`config.mk`:
```
export PLATFORM = sky130hd
export DESIGN_NAME = mct_counter_timer
export DESIGN_NICKNAME = d
export VERILOG_FILES = /design/src/hdl/mct_pkg.sv /design/src/hdl/mct_counter_timer.sv
export SDC_FILE = /design/constraint.sdc
export NUM_CORES = 1
export LEC_CHECK = 0
export ABC_AREA = 1
export BUFFER_PORTS_ARGS = -buffer_cell sky130_fd_sc_hd__buf_4
export CAP_MARGIN = 10
export CELL_PAD_IN_SITES_DETAIL_PLACEMENT = 1
export CELL_PAD_IN_SITES_GLOBAL_PLACEMENT = 2
export CORE_ASPECT_RATIO = 0.8
export CORE_UTILIZATION = 34
export DETAILED_ROUTE_END_ITERATION = 12
export PLACE_DENSITY_LB_ADDON = 0.1
export SLEW_MARGIN = 20
export SYNTH_ARGS = -nofsm -noshare
export SYNTH_HDL_FRONTEND = slang
export SYNTH_SLANG_ARGS = --single-unit
```
`constraint.sdc`:
```
create_clock -name core_clk -period 2.9 [get_ports core_clk]
set_input_delay 0.58 -clock core_clk [delete_from_list [all_inputs] [get_ports core_clk]]
set_output_delay 0.58 -clock core_clk [all_outputs]
set_load 0.01 [all_outputs]
```
`src/hdl/mct_pkg.sv`:
```
// package: register map, field layout and encodings of the counter/timer channel
package mct_pkg;

    // ****************************************
    // register byte offsets
    // ****************************************
    localparam logic [7:0] OFS_CONTROL    = 8'h00;
    localparam logic [7:0] OFS_COMMAND    = 8'h04;
    localparam logic [7:0] OFS_LOAD       = 8'h08;
    localparam logic [7:0] OFS_CMP_LOW    = 8'h0C;
    localparam logic [7:0] OFS_CMP_HIGH   = 8'h10;
    localparam logic [7:0] OFS_DIVIDER    = 8'h14;
    localparam logic [7:0] OFS_PERIODS    = 8'h18;
    localparam logic [7:0] OFS_TIMEBASE   = 8'h1C;
    localparam logic [7:0] OFS_DEB_COUNT  = 8'h20;
    localparam logic [7:0] OFS_DEB_GATE   = 8'h24;
    localparam logic [7:0] OFS_STATUS     = 8'h28;
    localparam logic [7:0] OFS_COUNT      = 8'h2C;
    localparam logic [7:0] OFS_SPAN       = 8'h30;
    localparam logic [7:0] OFS_PERIOD_REM = 8'h34;
    localparam logic [7:0] OFS_TB_REM     = 8'h38;

    // ****************************************
    // control register fields
    // ****************************************
    localparam int CTL_MODE_LSB   = 0;
    localparam int CTL_END_LSB    = 4;
    localparam int CTL_AUTOSTART  = 8;
    localparam int CTL_TRIGGER    = 9;
    localparam int CTL_REARM      = 10;
    localparam int CTL_LEVEL_EN   = 11;
    localparam int CTL_CONTINUOUS = 12;
    localparam int CTL_INV_COUNT  = 13;
    localparam int CTL_INV_GATE   = 14;
    localparam int CTL_INV_PULSE  = 15;
    localparam int CTL_WIDTH      = 16;
    localparam logic [CTL_WIDTH-1:0] CTL_RESET = 16'h0000;

    // command register bits, write-only pulses
    localparam int CMD_START = 0;
    localparam int CMD_CLEAR = 1;
    localparam int CMD_STOP  = 2;

    // status register bits
    localparam int STS_RUNNING = 0;
    localparam int STS_ARMED   = 1;
    localparam int STS_DONE    = 2;
    localparam int STS_PULSE   = 3;
    localparam int STS_COUNT_I = 4;
    localparam int STS_GATE_I  = 5;

    typedef enum logic [2:0] {
        MCT_MODE_TIMER   = 3'b000,
        MCT_MODE_EVENT   = 3'b001,
        MCT_MODE_TPPM    = 3'b010,
        MCT_MODE_HALF    = 3'b011,
        MCT_MODE_NPERIOD = 3'b100,
        MCT_MODE_QUAD    = 3'b101
    } mct_mode_t;

    typedef enum logic [2:0] {
        MCT_END_CMP_LOW  = 3'b000,
        MCT_END_CMP_HIGH = 3'b001,
        MCT_END_ALL_ONES = 3'b010,
        MCT_END_PERIODS  = 3'b011,
        MCT_END_TIMEBASE = 3'b100,
        MCT_END_GATE_FALL = 3'b101
    } mct_end_t;

    typedef enum logic [1:0] {
        MCT_ST_IDLE  = 2'b00,
        MCT_ST_ARMED = 2'b01,
        MCT_ST_RUN   = 2'b10,
        MCT_ST_DONE  = 2'b11
    } mct_state_t;

endpackage

```
`src/hdl/mct_counter_timer.sv`:
```
// multimode counter/timer channel with APB register access
//
// Decided for this implementation: the APB register port and the register addresses.
module mct_counter_timer
    import mct_pkg::*;
#(
    parameter int CNT_W = 32,
    parameter int DEB_W = 16
) (
    // clock and reset
    input  wire logic        core_clk,
    input  wire logic        rstn,
    // apb slave
    input  wire logic        psel,
    input  wire logic        penable,
    input  wire logic        pwrite,
    input  wire logic [7:0]  paddr,
    input  wire logic [31:0] pwdata,
    output logic      [31:0] prdata,
    output logic             pready,
    output logic             pslverr,
    // external signals
    input  wire logic        count_input,
    input  wire logic        gate_input,
    output logic             pulse_output
);

    localparam logic [CNT_W-1:0] CNT_ONE  = CNT_W'(1);
    localparam logic [CNT_W-1:0] CNT_ZERO = '0;
    localparam logic [CNT_W-1:0] CNT_MAX  = '1;
    localparam logic [DEB_W-1:0] DEB_ONE  = DEB_W'(1);

    // ****************************************
    // registers
    // ****************************************
    logic [CTL_WIDTH-1:0] control;
    logic [CNT_W-1:0]     initial_load_value;
    logic [CNT_W-1:0]     low_phase_compare;
    logic [CNT_W-1:0]     high_phase_compare;
    logic [CNT_W-1:0]     clock_divider_value;
    logic [CNT_W-1:0]     period_count_value;
    logic [CNT_W-1:0]     timebase_value;
    logic [DEB_W-1:0]     deb_limit [2];

    logic [CNT_W-1:0]     count;
    logic [CNT_W-1:0]     span;
    logic [CNT_W-1:0]     span_run;
    logic [CNT_W-1:0]     periods_left;
    logic [CNT_W-1:0]     timebase_left;
    logic [CNT_W-1:0]     div_cnt;
    logic                 seen_edge;
    mct_state_t           state;

    logic                 wr_en;
    logic                 cmd_start;
    logic                 cmd_clear;
    logic                 cmd_stop;
    logic                 mapped;

    mct_mode_t            mode;
    mct_end_t             end_mode;

    assign mode     = mct_mode_t'(control[CTL_MODE_LSB +: 3]);
    assign end_mode = mct_end_t'(control[CTL_END_LSB +: 3]);

    function automatic logic is_mapped(input logic [7:0] a);
        unique case (a)
            OFS_CONTROL, OFS_COMMAND, OFS_LOAD, OFS_CMP_LOW, OFS_CMP_HIGH,
            OFS_DIVIDER, OFS_PERIODS, OFS_TIMEBASE, OFS_DEB_COUNT,
            OFS_DEB_GATE, OFS_STATUS, OFS_COUNT, OFS_SPAN, OFS_PERIOD_REM,
            OFS_TB_REM: is_mapped = 1'b1;
            default: is_mapped = 1'b0;
        endcase
    endfunction

    // ****************************************
    // apb slave
    // ****************************************
    // read data is captured in the setup cycle so prdata comes from a flop;
    // every access therefore completes in the first access cycle
    assign mapped  = is_mapped(paddr);
    assign pready  = 1'b1;
    assign pslverr = psel & penable & ~mapped;
    assign wr_en   = psel & penable & pwrite & mapped;

    assign cmd_start = wr_en && (paddr == OFS_COMMAND) && pwdata[CMD_START];
    assign cmd_clear = wr_en && (paddr == OFS_COMMAND) && pwdata[CMD_CLEAR];
    assign cmd_stop  = wr_en && (paddr == OFS_COMMAND) && pwdata[CMD_STOP];

    always_ff @(posedge core_clk or negedge rstn) begin
        if (!rstn) begin
            control             <= CTL_RESET;
            initial_load_value  <= '0;
            low_phase_compare   <= '0;
            high_phase_compare  <= '0;
            clock_divider_value <= '0;
            period_count_value  <= '0;
            timebase_value      <= '0;
            deb_limit[0]        <= '0;
            deb_limit[1]        <= '0;
        end else if (wr_en) begin
            unique case (paddr)
                OFS_CONTROL:   control             <= pwdata[CTL_WIDTH-1:0];
                OFS_LOAD:      initial_load_value  <= pwdata[CNT_W-1:0];
                OFS_CMP_LOW:   low_phase_compare   <= pwdata[CNT_W-1:0];
                OFS_CMP_HIGH:  high_phase_compare  <= pwdata[CNT_W-1:0];
                OFS_DIVIDER:   clock_divider_value <= pwdata[CNT_W-1:0];
                OFS_PERIODS:   period_count_value  <= pwdata[CNT_W-1:0];
                OFS_TIMEBASE:  timebase_value      <= pwdata[CNT_W-1:0];
                OFS_DEB_COUNT: deb_limit[0]        <= pwdata[DEB_W-1:0];
                OFS_DEB_GATE:  deb_limit[1]        <= pwdata[DEB_W-1:0];
                default: ;
            endcase
        end
    end

    // ****************************************
    // input inversion and debounce
    // ****************************************
    logic [1:0] raw_in;
    logic [1:0] deb_in;
    logic [1:0] deb_prev;

    assign raw_in[0] = count_input ^ control[CTL_INV_COUNT];
    assign raw_in[1] = gate_input ^ control[CTL_INV_GATE];

    genvar gi;
    generate
        for (gi = 0; gi < 2; gi++) begin : g_deb
            logic [DEB_W-1:0] stable_cnt;
            // a new level is taken only after it held for the limit;
            // any bounce back restarts the wait
            always_ff @(posedge core_clk or negedge rstn) begin
                if (!rstn) begin
                    stable_cnt   <= '0;
                    deb_in[gi]   <= 1'b0;
                    deb_prev[gi] <= 1'b0;
                end else begin
                    deb_prev[gi] <= deb_in[gi];
                    if (raw_in[gi] == deb_in[gi]) begin
                        stable_cnt <= '0;
                    end else if (stable_cnt >= deb_limit[gi]) begin
                        deb_in[gi] <= raw_in[gi];
                        stable_cnt <= '0;
                    end else begin
                        stable_cnt <= stable_cnt + DEB_ONE;
                    end
                end
            end
        end
    endgenerate

    logic cin_rise;
    logic gate_rise;
    logic gate_fall;
    logic cin_level;
    logic gate_level;

    assign cin_level  = deb_in[0];
    assign gate_level = deb_in[1];
    assign cin_rise   = deb_in[0] & ~deb_prev[0];
    assign gate_rise  = deb_in[1] & ~deb_prev[1];
    assign gate_fall  = ~deb_in[1] & deb_prev[1];

    // ****************************************
    // prescaler
    // ****************************************
    logic tick;
    assign tick = (div_cnt >= clock_divider_value);

    always_ff @(posedge core_clk or negedge rstn) begin
        if (!rstn) begin
            div_cnt <= '0;
        end else if (state != MCT_ST_RUN || tick) begin
            div_cnt <= '0;
        end else begin
            div_cnt <= div_cnt + CNT_ONE;
        end
    end

    // ****************************************
    // sequencing
    // ****************************************
    logic use_trigger;
    logic enabled;
    logic terminate;
    logic start_req;

    // quadrature decoding uses the gate for direction, never as trigger
    assign use_trigger = control[CTL_TRIGGER] && (mode != MCT_MODE_QUAD);
    assign enabled     = use_trigger || !control[CTL_LEVEL_EN] || gate_level;
    assign start_req   = cmd_start || control[CTL_AUTOSTART];

    always_comb begin
        unique case (end_mode)
            MCT_END_CMP_LOW:   terminate = (count == low_phase_compare);
            MCT_END_CMP_HIGH:  terminate = (count == high_phase_compare);
            MCT_END_ALL_ONES:  terminate = (count == CNT_MAX);
            MCT_END_PERIODS:   terminate = seen_edge && (periods_left == CNT_ZERO);
            MCT_END_TIMEBASE:  terminate = (timebase_left == CNT_ZERO);
            MCT_END_GATE_FALL: terminate = gate_fall;
            default:           terminate = 1'b0;
        endcase
    end

    always_ff @(posedge core_clk or negedge rstn) begin
        if (!rstn) begin
            state <= MCT_ST_IDLE;
        end else if (cmd_stop) begin
            state <= MCT_ST_IDLE;
        end else begin
            unique case (state)
                MCT_ST_IDLE, MCT_ST_DONE: begin
                    if (state == MCT_ST_IDLE ? start_req : cmd_start) begin
                        state <= use_trigger ? MCT_ST_ARMED : MCT_ST_RUN;
                    end
                end
                MCT_ST_ARMED: begin
                    if (gate_rise) begin
                        state <= MCT_ST_RUN;
                    end
                end
                MCT_ST_RUN: begin
                    if (terminate) begin
                        if (control[CTL_CONTINUOUS]) begin
                            state <= MCT_ST_RUN;
                        end else if (control[CTL_REARM]) begin
                            state <= use_trigger ? MCT_ST_ARMED : MCT_ST_DONE;
                        end else begin
                            state <= MCT_ST_DONE;
                        end
                    end
                end
            endcase
        end
    end

    // ****************************************
    // count datapath
    // ****************************************
    logic reload;
    logic start_now;

    // a fresh run starts whenever the channel leaves idle/done or restarts
    assign start_now = ((state == MCT_ST_IDLE) && start_req && !cmd_stop)
                    || ((state == MCT_ST_DONE) && cmd_start && !cmd_stop);
    assign reload    = start_now || cmd_clear
                    || ((state == MCT_ST_RUN) && terminate
                        && control[CTL_CONTINUOUS]);

    always_ff @(posedge core_clk or negedge rstn) begin
        if (!rstn) begin
            count <= '0;
        end else if (reload) begin
            count <= initial_load_value;
        end else if ((state == MCT_ST_RUN) && terminate && control[CTL_REARM]) begin
            count <= initial_load_value;
        end else if ((state == MCT_ST_RUN) && enabled && !terminate) begin
            // the end value is kept unless CTL_CONTINUOUS or CTL_REARM reloads it: no step on the terminating edge
            unique case (mode)
                MCT_MODE_TIMER: begin
                    if (tick) count <= count + CNT_ONE;
                end
                MCT_MODE_EVENT, MCT_MODE_TPPM: begin
                    if (cin_rise) count <= count + CNT_ONE;
                end
                MCT_MODE_HALF: begin
                    if (cin_level) count <= count + CNT_ONE;
                end
                MCT_MODE_NPERIOD: begin
                    if (seen_edge) count <= count + CNT_ONE;
                end
                MCT_MODE_QUAD: begin
                    if (cin_rise) begin
                        count <= gate_level ? count + CNT_ONE : count - CNT_ONE;
                    end
                end
                default: ;
            endcase
        end
    end

    // periods and timebase counters, plus first-to-last edge span
    always_ff @(posedge core_clk or negedge rstn) begin
        if (!rstn) begin
            periods_left  <= '0;
            timebase_left <= '0;
            seen_edge     <= 1'b0;
            span_run      <= '0;
            span          <= '0;
        end else if (reload || state != MCT_ST_RUN) begin
            // n edges of input span n-1 edge-to-edge intervals
            periods_left  <= period_count_value - CNT_ONE;
            timebase_left <= timebase_value;
            if (reload) begin
                seen_edge <= 1'b0;
                span_run  <= '0;
                span      <= '0;
            end
        end else if (enabled) begin
            if (tick && timebase_left != CNT_ZERO) begin
                timebase_left <= timebase_left - CNT_ONE;
            end
            if (seen_edge) begin
                span_run <= span_run + CNT_ONE;
            end
            if (cin_rise) begin
                seen_edge <= 1'b1;
                if (seen_edge) begin
                    span <= span_run + CNT_ONE;
                    if (periods_left != CNT_ZERO) begin
                        periods_left <= periods_left - CNT_ONE;
                    end
                end
            end
        end
    end

    // ****************************************
    // pulse output
    // ****************************************
    // framed only while running so the idle channel rests at the CTL_INV_PULSE level
    always_ff @(posedge core_clk or negedge rstn) begin
        if (!rstn) begin
            pulse_output <= 1'b0;
        end else begin
            pulse_output <= control[CTL_INV_PULSE]
                ^ ((state == MCT_ST_RUN)
                   && (count >= low_phase_compare)
                   && (count < high_phase_compare));
        end
    end

    // ****************************************
    // read mux
    // ****************************************
    logic [31:0] rd_value;

    always_comb begin
        rd_value = '0;
        unique case (paddr)
            OFS_CONTROL:    rd_value[CTL_WIDTH-1:0] = control;
            OFS_LOAD:       rd_value[CNT_W-1:0] = initial_load_value;
            OFS_CMP_LOW:    rd_value[CNT_W-1:0] = low_phase_compare;
            OFS_CMP_HIGH:   rd_value[CNT_W-1:0] = high_phase_compare;
            OFS_DIVIDER:    rd_value[CNT_W-1:0] = clock_divider_value;
            OFS_PERIODS:    rd_value[CNT_W-1:0] = period_count_value;
            OFS_TIMEBASE:   rd_value[CNT_W-1:0] = timebase_value;
            OFS_DEB_COUNT:  rd_value[DEB_W-1:0] = deb_limit[0];
            OFS_DEB_GATE:   rd_value[DEB_W-1:0] = deb_limit[1];
            OFS_STATUS: begin
                rd_value[STS_RUNNING] = (state == MCT_ST_RUN);
                rd_value[STS_ARMED]   = (state == MCT_ST_ARMED);
                rd_value[STS_DONE]    = (state == MCT_ST_DONE);
                rd_value[STS_PULSE]   = pulse_output;
                rd_value[STS_COUNT_I] = cin_level;
                rd_value[STS_GATE_I]  = gate_level;
            end
            OFS_COUNT:      rd_value[CNT_W-1:0] = count;
            OFS_SPAN:       rd_value[CNT_W-1:0] = span;
            OFS_PERIOD_REM: rd_value[CNT_W-1:0] = periods_left;
            OFS_TB_REM:     rd_value[CNT_W-1:0] = timebase_left;
            default: ;
        endcase
    end

    always_ff @(posedge core_clk or negedge rstn) begin
        if (!rstn) begin
            prdata <= '0;
        end else if (psel && !penable && !pwrite) begin
            prdata <= rd_value;
        end
    end

endmodule

```
### After elaboration in Yosys (flattened, before gate mapping)

Memories as Yosys holds them, arrays and structs flattened.
Cells that the tools add are included.

| storage, ports and cells | value |
|---|---|
| output and inout bits | 35 |
| logic and storage cells | 217 |
| memories | 1 |
| input bits | 47 |
| ROM bits | 64 |
| flip-flop bits (word level) | 504 |

Memories:

| memory | words | bits a word | read ports | clocked after Yosys merged registers in | write ports | RTL line | RTL |
|---|---|---|---|---|---|---|---|
| (name not given) | 64 | 1 | 1 | 0 | 0 | mct_counter_timer.sv:67 | `unique case (a)` |

| operators by class | value |
|---|---|
| $add $sub $neg | 9 |
| equality and inequality tests | 43 |
| bitwise logic cells | 16 |
| reductions and logical operators | 69 |
| order comparisons | 5 |
| muxes and demuxes | 49 |

Operators by type and width:

| cell | number |
|---|---|
| $mux 32 | 25 |
| $pmux 16 s10 | 1 |
| $pmux 32 s5 | 1 |
| $pmux 10 s13 | 1 |
| $sub 32x1->32 const B | 4 |
| $add 32x1->32 const B | 3 |
| $pmux 6 s14 | 1 |
| $eq 32x32->1 | 2 |
| $ge 32x32->1 | 2 |
| $logic_not 32->1 | 2 |
| $mux 16 | 4 |
| $reduce_bool 32->1 | 2 |
| $eq 8x6->1 const B | 7 |
| $add 16x1->16 const B | 2 |
| $eq 32x32->1 const B | 1 |
| $eq 8x5->1 const B | 4 |
| $ge 16x16->1 | 2 |
| $lt 32x32->1 | 1 |
| $reduce_and 2->1 | 12 |
| $logic_and 1x1->1 | 20 |
| $ne 4x4->1 const B | 5 |
| $eq 8x4->1 const B | 2 |
| $mux 2 | 8 |
| $eq 3x2->1 const B | 4 |
| 26 further kinds | 75 |

### Logic depth before layout (Yosys ltp)

| depth | value |
|---|---|
| depth after elaboration | 14 |
| depth in mapped cells | 25 |
| mapped depth without buffers | 24 |

### Worst setup path before layout

No wires, ideal clock.

| timing path | value |
|---|---|
| kind | input-to-reg |
| start | in paddr[1] |
| end | reg periods_left[30] |
| data arrival time | 2.802 ns |
| buffers on the path | 1 |
| data required time | 2.783 ns |
| cell stages on the path | 22 |
| path slack | -0.018 ns |
| setup time | 0.117 ns |
| cells stage by stage | nor2_1 > inv_1 > nor2_2 > nand2_1 > nor2_2 > nand2_1 > nor2_2 > nor2_1 > a21oi_4 > nand3_4 > buf_8 > o21ai_2 > ha_1 > nand2_1 > nor2_4 > nand2_1 > nor2_2 > nand2_1 > nand2_1 > nand2_1 > nand2_1 > nand2_1 |

| between the ends | value |
|---|---|
| cells in the longest elaborated chain, start to end | 14 |
| elaborated cells between the ends (all ways) | 24 |
| those cells by class | eq/ne (1); mux (2); bitwise (1); reduce/logical (19); memory (1) |

Ends and longest elaborated chain:

| what | RTL line | RTL |
|---|---|---|
| start, declared | mct_counter_timer.sv:17 | `input wire logic [7:0] paddr,` |
| $mem_v2 64x1 | -- |  |
| $mux 1 | mct_counter_timer.sv:67 |  |
| $and 1x1->1 | mct_counter_timer.sv:84 | `assign wr_en = psel & penable & pwrite & mapped;` |
| $logic_and 1x1->1 * | mct_counter_timer.sv:86, mct_counter_timer.sv:87, mct_counter_timer.sv:88 |  |
| $logic_and 1x1->1 | mct_counter_timer.sv:86 | `assign cmd_start = wr_en && (paddr == OFS_COMMAND) && pwdata[CMD_START];` |
| $logic_or 1x1->1 | mct_counter_timer.sv:192 | `assign start_req = cmd_start \|\| control[CTL_AUTOSTART];` |
| $logic_and 1x1->1 (2 in a row) | mct_counter_timer.sv:245 | `assign start_now = ((state == MCT_ST_IDLE) && start_req && !cmd_stop)` |
| $logic_or 1x1->1 | mct_counter_timer.sv:246 | `\|\| ((state == MCT_ST_DONE) && cmd_start && !cmd_stop);` |
| $logic_or 1x1->1 * | mct_counter_timer.sv:247 | `assign reload = start_now \|\| cmd_clear` |
| $logic_or 1x1->1 * | mct_counter_timer.sv:248 | `\|\| ((state == MCT_ST_RUN) && terminate` |
| $logic_or 1x1->1 * | mct_counter_timer.sv:291 | `end else if (reload \|\| state != MCT_ST_RUN) begin` |
| $reduce_bool 2->1 (no line) | -- |  |
| $reduce_and 4->1 (no line) | -- |  |
| end signal, assigned | mct_counter_timer.sv:293 | `periods_left <= period_count_value - CNT_ONE;` |
| end signal, assigned | mct_counter_timer.sv:312 | `periods_left <= periods_left - CNT_ONE;` |
| end, declared | mct_counter_timer.sv:48 | `logic [CNT_W-1:0] periods_left;` |

Mark *: on every way between the ends. The rest lies on a longest branch, timed or not.
A chain may end at the register's enable or synchronous reset.

### Worst setup path after layout

| timing path | value |
|---|---|
| start | reg count[17] |
| end | reg periods_left[27] |

| between the ends | value |
|---|---|
| cells in the longest elaborated chain, start to end | 8 |
| elaborated cells between the ends (all ways) | 14 |
| those cells by class | eq/ne (3); mux (2); reduce/logical (9) |

Ends and longest elaborated chain:

| what | RTL line | RTL |
|---|---|---|
| start, declared | mct_counter_timer.sv:45 | `logic [CNT_W-1:0] count;` |
| start signal, assigned | mct_counter_timer.sv:255 | `count <= initial_load_value;` |
| start signal, assigned | mct_counter_timer.sv:257 | `count <= initial_load_value;` |
| start signal, assigned | mct_counter_timer.sv:262 | `if (tick) count <= count + CNT_ONE;` |
| $eq 32x32->1 (on tied branches) | mct_counter_timer.sv:198, mct_counter_timer.sv:196, mct_counter_timer.sv:197 |  |
| $pmux 1 s6 * | mct_counter_timer.sv:195 | `unique case (end_mode)` |
| $logic_and 1x1->1 * | mct_counter_timer.sv:248 |  |
| $logic_and 1x1->1 * | mct_counter_timer.sv:249 | `&& control[CTL_CONTINUOUS]);` |
| $logic_or 1x1->1 * | mct_counter_timer.sv:248 |  |
| $logic_or 1x1->1 * | mct_counter_timer.sv:291 |  |
| $reduce_bool 2->1 (no line) | -- |  |
| $reduce_and 4->1 (no line) | -- |  |

Marked as above.

==> metrics.txt <==
# TYPE chip_impl_metric gauge
chip_impl_info{name="outcome",value="complete, but fails checks"} 1
chip_impl_info{name="violated_checks",value="negative setup slack"} 1
chip_impl_metric{name="synthesis.area",unit="um2"} 29700
chip_impl_info{name="unrepaired_setup_endpoints_after_global_routing",value="true"} 1
chip_impl_metric{name="buffer_ports.inserted",unit=""} 80
chip_impl_metric{name="clk_latency",unit="ns"} 0.68
chip_impl_metric{name="synth_nets",unit=""} 4015
chip_impl_metric{name="synthCells",unit=""} 3828
chip_impl_info{name="timing.critical_path.max_delay_family",value="simple AND/OR/NAND/NOR gates"} 1
chip_impl_metric{name="final_layout_size_suffix_gt1_share",unit="%"} 28.2
chip_impl_metric{name="starting_density_of_the_core",unit="%"} 34.5
chip_impl_metric{name="number_of_antenna_violations_at_the_first_check_in_global_routing",unit=""} 8
chip_impl_metric{name="placed_cells_incl_taps",unit=""} 5524
chip_impl_info{name="cell_with_the_most_instances_after_synthesis",value="nand2_1"} 1
chip_impl_info{name="netlist_top_cells_area",value="dfrtp_1 43%, nand2_1 10%, inv_1 6.9%, o21ai_0 6.6%, ha_1 5.9%"} 1
chip_impl_metric{name="vdd.ir_drop.worst",unit="mV"} 0.391
chip_impl_metric{name="detail-route-antenna-nets",unit=""} 0
chip_impl_metric{name="syn-mean-instance-area",unit="um2"} 7.75
chip_impl_metric{name="timing_hold_violations_final",unit=""} 0
chip_impl_metric{name="drt-initial-drc-count",unit=""} 2689
chip_impl_info{name="cells_along_the_critical_path",value="buf_4 > ha_1 > nand4_1 > nor3_4 > nand3_2 > nand2_2 > inv_2 > nand2_4 > nand3_4 > nand3_4 > buf_12 > buf_12 > nand2_4 > nand2_4 > nand2_4 > nor2_4 > nand2_4 > buf_6 > nor2_4 > nand3b_1 > nand3_1 > nand2_1"} 1
chip_impl_metric{name="avgViaCountPerCell",unit=""} 5.39
chip_impl_info{name="crit_slowest_cell",value="dfrtp_1"} 1
chip_impl_info{name="critical_setup_path_class",value="flip-flop to flip-flop"} 1
chip_impl_metric{name="vias",unit=""} 30800
chip_impl_metric{name="drt_first_pass_iters",unit=""} 5
chip_impl_info{name="worst_path_most_repeated_cell",value="nand2_4"} 1
chip_impl_metric{name="overflow",unit=""} 0
chip_impl_metric{name="area.growth.synth_to_final",unit="%"} 39.0
chip_impl_metric{name="first_global_vias",unit=""} 30700
chip_impl_metric{name="routabilityCongestion",unit=""} 0.974
chip_impl_metric{name="synth-seq-area-share",unit="%"} 42.5
chip_impl_info{name="synth_common_cells",value="813 x nand2_1, 544 x inv_1, 504 x dfrtp_1"} 1
chip_impl_metric{name="power_per_cell_area",unit="nW/um2"} 501
chip_impl_metric{name="synth_warnings",unit=""} 0
chip_impl_metric{name="vertical_die_dimension",unit="um"} 266
chip_impl_metric{name="timing.final.crit_share",unit="%"} 114
chip_impl_metric{name="num_io_pins",unit=""} 82
chip_impl_info{name="synthDominantAreaCellType",value="dfrtp_1"} 1
chip_impl_metric{name="instances_no_fill",unit=""} 5720
chip_impl_metric{name="synth_top_area_share",unit="%"} 42.5
chip_impl_info{name="synth-main-ff-cell",value="dfrtp_1"} 1
chip_impl_metric{name="finalClockSkew",unit="ns"} 0.0287
chip_impl_metric{name="number_of_buffers_inserted_during_clock_tree_synthesis",unit=""} 59
chip_impl_metric{name="floorplan.die.width",unit="um"} 332
chip_impl_info{name="cts_tree",value="yes"} 1
chip_impl_metric{name="total_of_max_cap_violations",unit=""} 0
chip_impl_metric{name="least_setup_slack_across_all_paths_after_layout",unit="ns"} -0.409
chip_impl_metric{name="synth_edf_count",unit=""} 0
chip_impl_metric{name="multi_input_comb_area",unit="um2"} 15900
chip_impl_info{name="clockRootBuffer",value="clkbuf_16"} 1
chip_impl_metric{name="grt.total_usage",unit="%"} 31.6
chip_impl_metric{name="fp-row-count",unit=""} 96
chip_impl_metric{name="finish.net_count",unit=""} 4731
chip_impl_metric{name="largest_fanout_of_any_net_on_the_critical_path",unit=""} 7
chip_impl_metric{name="cts.clk_slew.worst_paths",unit="ns"} 0.06
chip_impl_metric{name="die_outline_area",unit="um2"} 88400
chip_impl_metric{name="grt_first_pass_wirelength",unit="um"} 207000
chip_impl_metric{name="max_freq",unit="MHz"} 302
chip_impl_metric{name="cp.required",unit="ns"} 3.45
chip_impl_metric{name="n_fill_cell",unit=""} 10300
chip_impl_metric{name="wp_data_arrival",unit="ns"} 3.86
chip_impl_metric{name="synth.distinct_cells",unit=""} 62
chip_impl_metric{name="detail_route.drc_violations",unit=""} 0
chip_impl_metric{name="worst_path_largest_cell_delay",unit="ns"} 0.38
chip_impl_info{name="timing.critical_path.from_type",value="flip-flop"} 1
chip_impl_metric{name="worstPathBufferInverterCount",unit=""} 5
chip_impl_metric{name="sum_of_net_half_perimeters_after_detailed_placement",unit="um"} 108000
chip_impl_metric{name="core_region_area",unit="um2"} 86000
chip_impl_metric{name="clkSinkCount",unit=""} 504
chip_impl_metric{name="antenna_cells",unit=""} 0
chip_impl_metric{name="report.final.setup_viol",unit=""} 136
chip_impl_metric{name="ys_ff_latch",unit=""} 504
chip_impl_metric{name="grt_max_degree",unit=""} 76
chip_impl_info{name="setup.worst_path.end_class",value="flip-flop"} 1
chip_impl_metric{name="drt-total-wl",unit="um"} 142000
chip_impl_metric{name="min_period",unit="ns"} 3.31
chip_impl_metric{name="cts.htree.levels",unit=""} 2
chip_impl_metric{name="worst_margin_pin_slew",unit="ns"} 1.07
chip_impl_metric{name="register_area",unit="um2"} 12600
chip_impl_metric{name="clockBufferDepth",unit=""} 3
chip_impl_info{name="min-delay-path-class",value="input pin to flip-flop"} 1
chip_impl_metric{name="tns",unit="ns"} -16.04
chip_impl_metric{name="final-max-slew-violation-count",unit=""} 0
chip_impl_metric{name="place_worst_setup_slack",unit="ns"} -0.557
chip_impl_metric{name="avgRoutedWirePerCell",unit="um"} 24.8
chip_impl_metric{name="async_reset_ff_share",unit="%"} 100
chip_impl_metric{name="leakage",unit="nW"} 19.5
chip_impl_metric{name="maxSlewHeadroom",unit="%"} 28.1
stage by stage:
stage	util (%)	power [mW]	area, um2	hold slack [ns]
6_report	47.9	20.7	41200	0.247
5_1_grt	47.9	21.4	41200	0.253
4_1_cts	46.2	20.1	39700	0.209
3_5_place_dp	42.4	11.3	36400	0.475
3_3_place_gp	42.4	11.3	36400	0.471
2_1_floorplan	-	9.28	29700	0.284
cells in the final DEF, fill, tap and decap left out, types with 81 or more instances in the layout:
master / count
nand2_1: 713
o21ai_0: 334
ha_1: 119
dfrtp_1: 496
nand2_2: 82
a21oi_1: 101
nand3_1: 89
inv_1: 531
buf_4: 718
nor2_1: 264
o22ai_1: 115
xor2_1: 81
per-layer routing:
metal | track usage [%] | vias up | routed length (um)
li1 | - | 14200 | -
met1 | 48.7 | 15400 | 68700
met2 | 45.7 | 1026 | 59000
met3 | 4.70 | 182 | 10800
met4 | 7.16 | 4 | 3290
met5 | 0 | - | 28
power by group:
part | switching, mW | internal, mW
logic | 2.72 | 2.03
registers | 0.217 | 7.35
clock network | 3.37 | 4.98
total | 6.31 | 14.4
layout make-up:
type                       instances  share of cell area (%)
tap                             1127                    3.42
multi-input combinational       2607                    38.6
clock buffer                      87                    4.18
sequential                       504                    30.6
inverter                         557                    5.12
clock inverter                    23                   0.926
timing repair buffer             815                    17.2
what timing repair did:
item	CTS	global route
hold buffers	1	0
resized for setup	192	325
endpoints found under the hold margin	29	0
pin swaps	83	110
endpoints found under the setup margin	179	174
gates cloned	6	4
setup buffers	46	40
worst min-delay path, cell delays in order:
cell	delay [ns]
buf_4	0.17
nand2_1	0.07
o21ai_0	0.06
worst paths after layout:
| path | start | to | slack (ns) | cells after the start |
|---|---|---|---|---|
| worst max register to register | count[17] | periods_left[27] | -0.41 | 22 |
| worst max-delay path | count[17] | periods_left[27] | -0.41 | 22 |
| min in group asynchronous | rstn | span[31] | 0.42 | 2 |
| max in group asynchronous | rstn | count[5] | 1.53 | 4 |
| worst min-delay path | pwdata[25] | low_phase_compare[25] | 0.25 | 3 |
| worst min register to register | span[14] | span[14] | 0.50 | 2 |
cell families after synthesis:
kind of cell | count (synthesis) | synth area share (%)
AOI/OAI and AO/OA | 802 | 16.0
xor gates and xnor gates | 93 | 2.75
adders and majority gates | 140 | 5.91
buffers and inverters | 717 | 9.36
DFF | 504 | 42.5
muxes | 28 | 1.05
other | 1 | 0.0126
and+or+nand+nor | 1543 | 22.4
No activity file was read; power rests on OpenSTA's default activity.
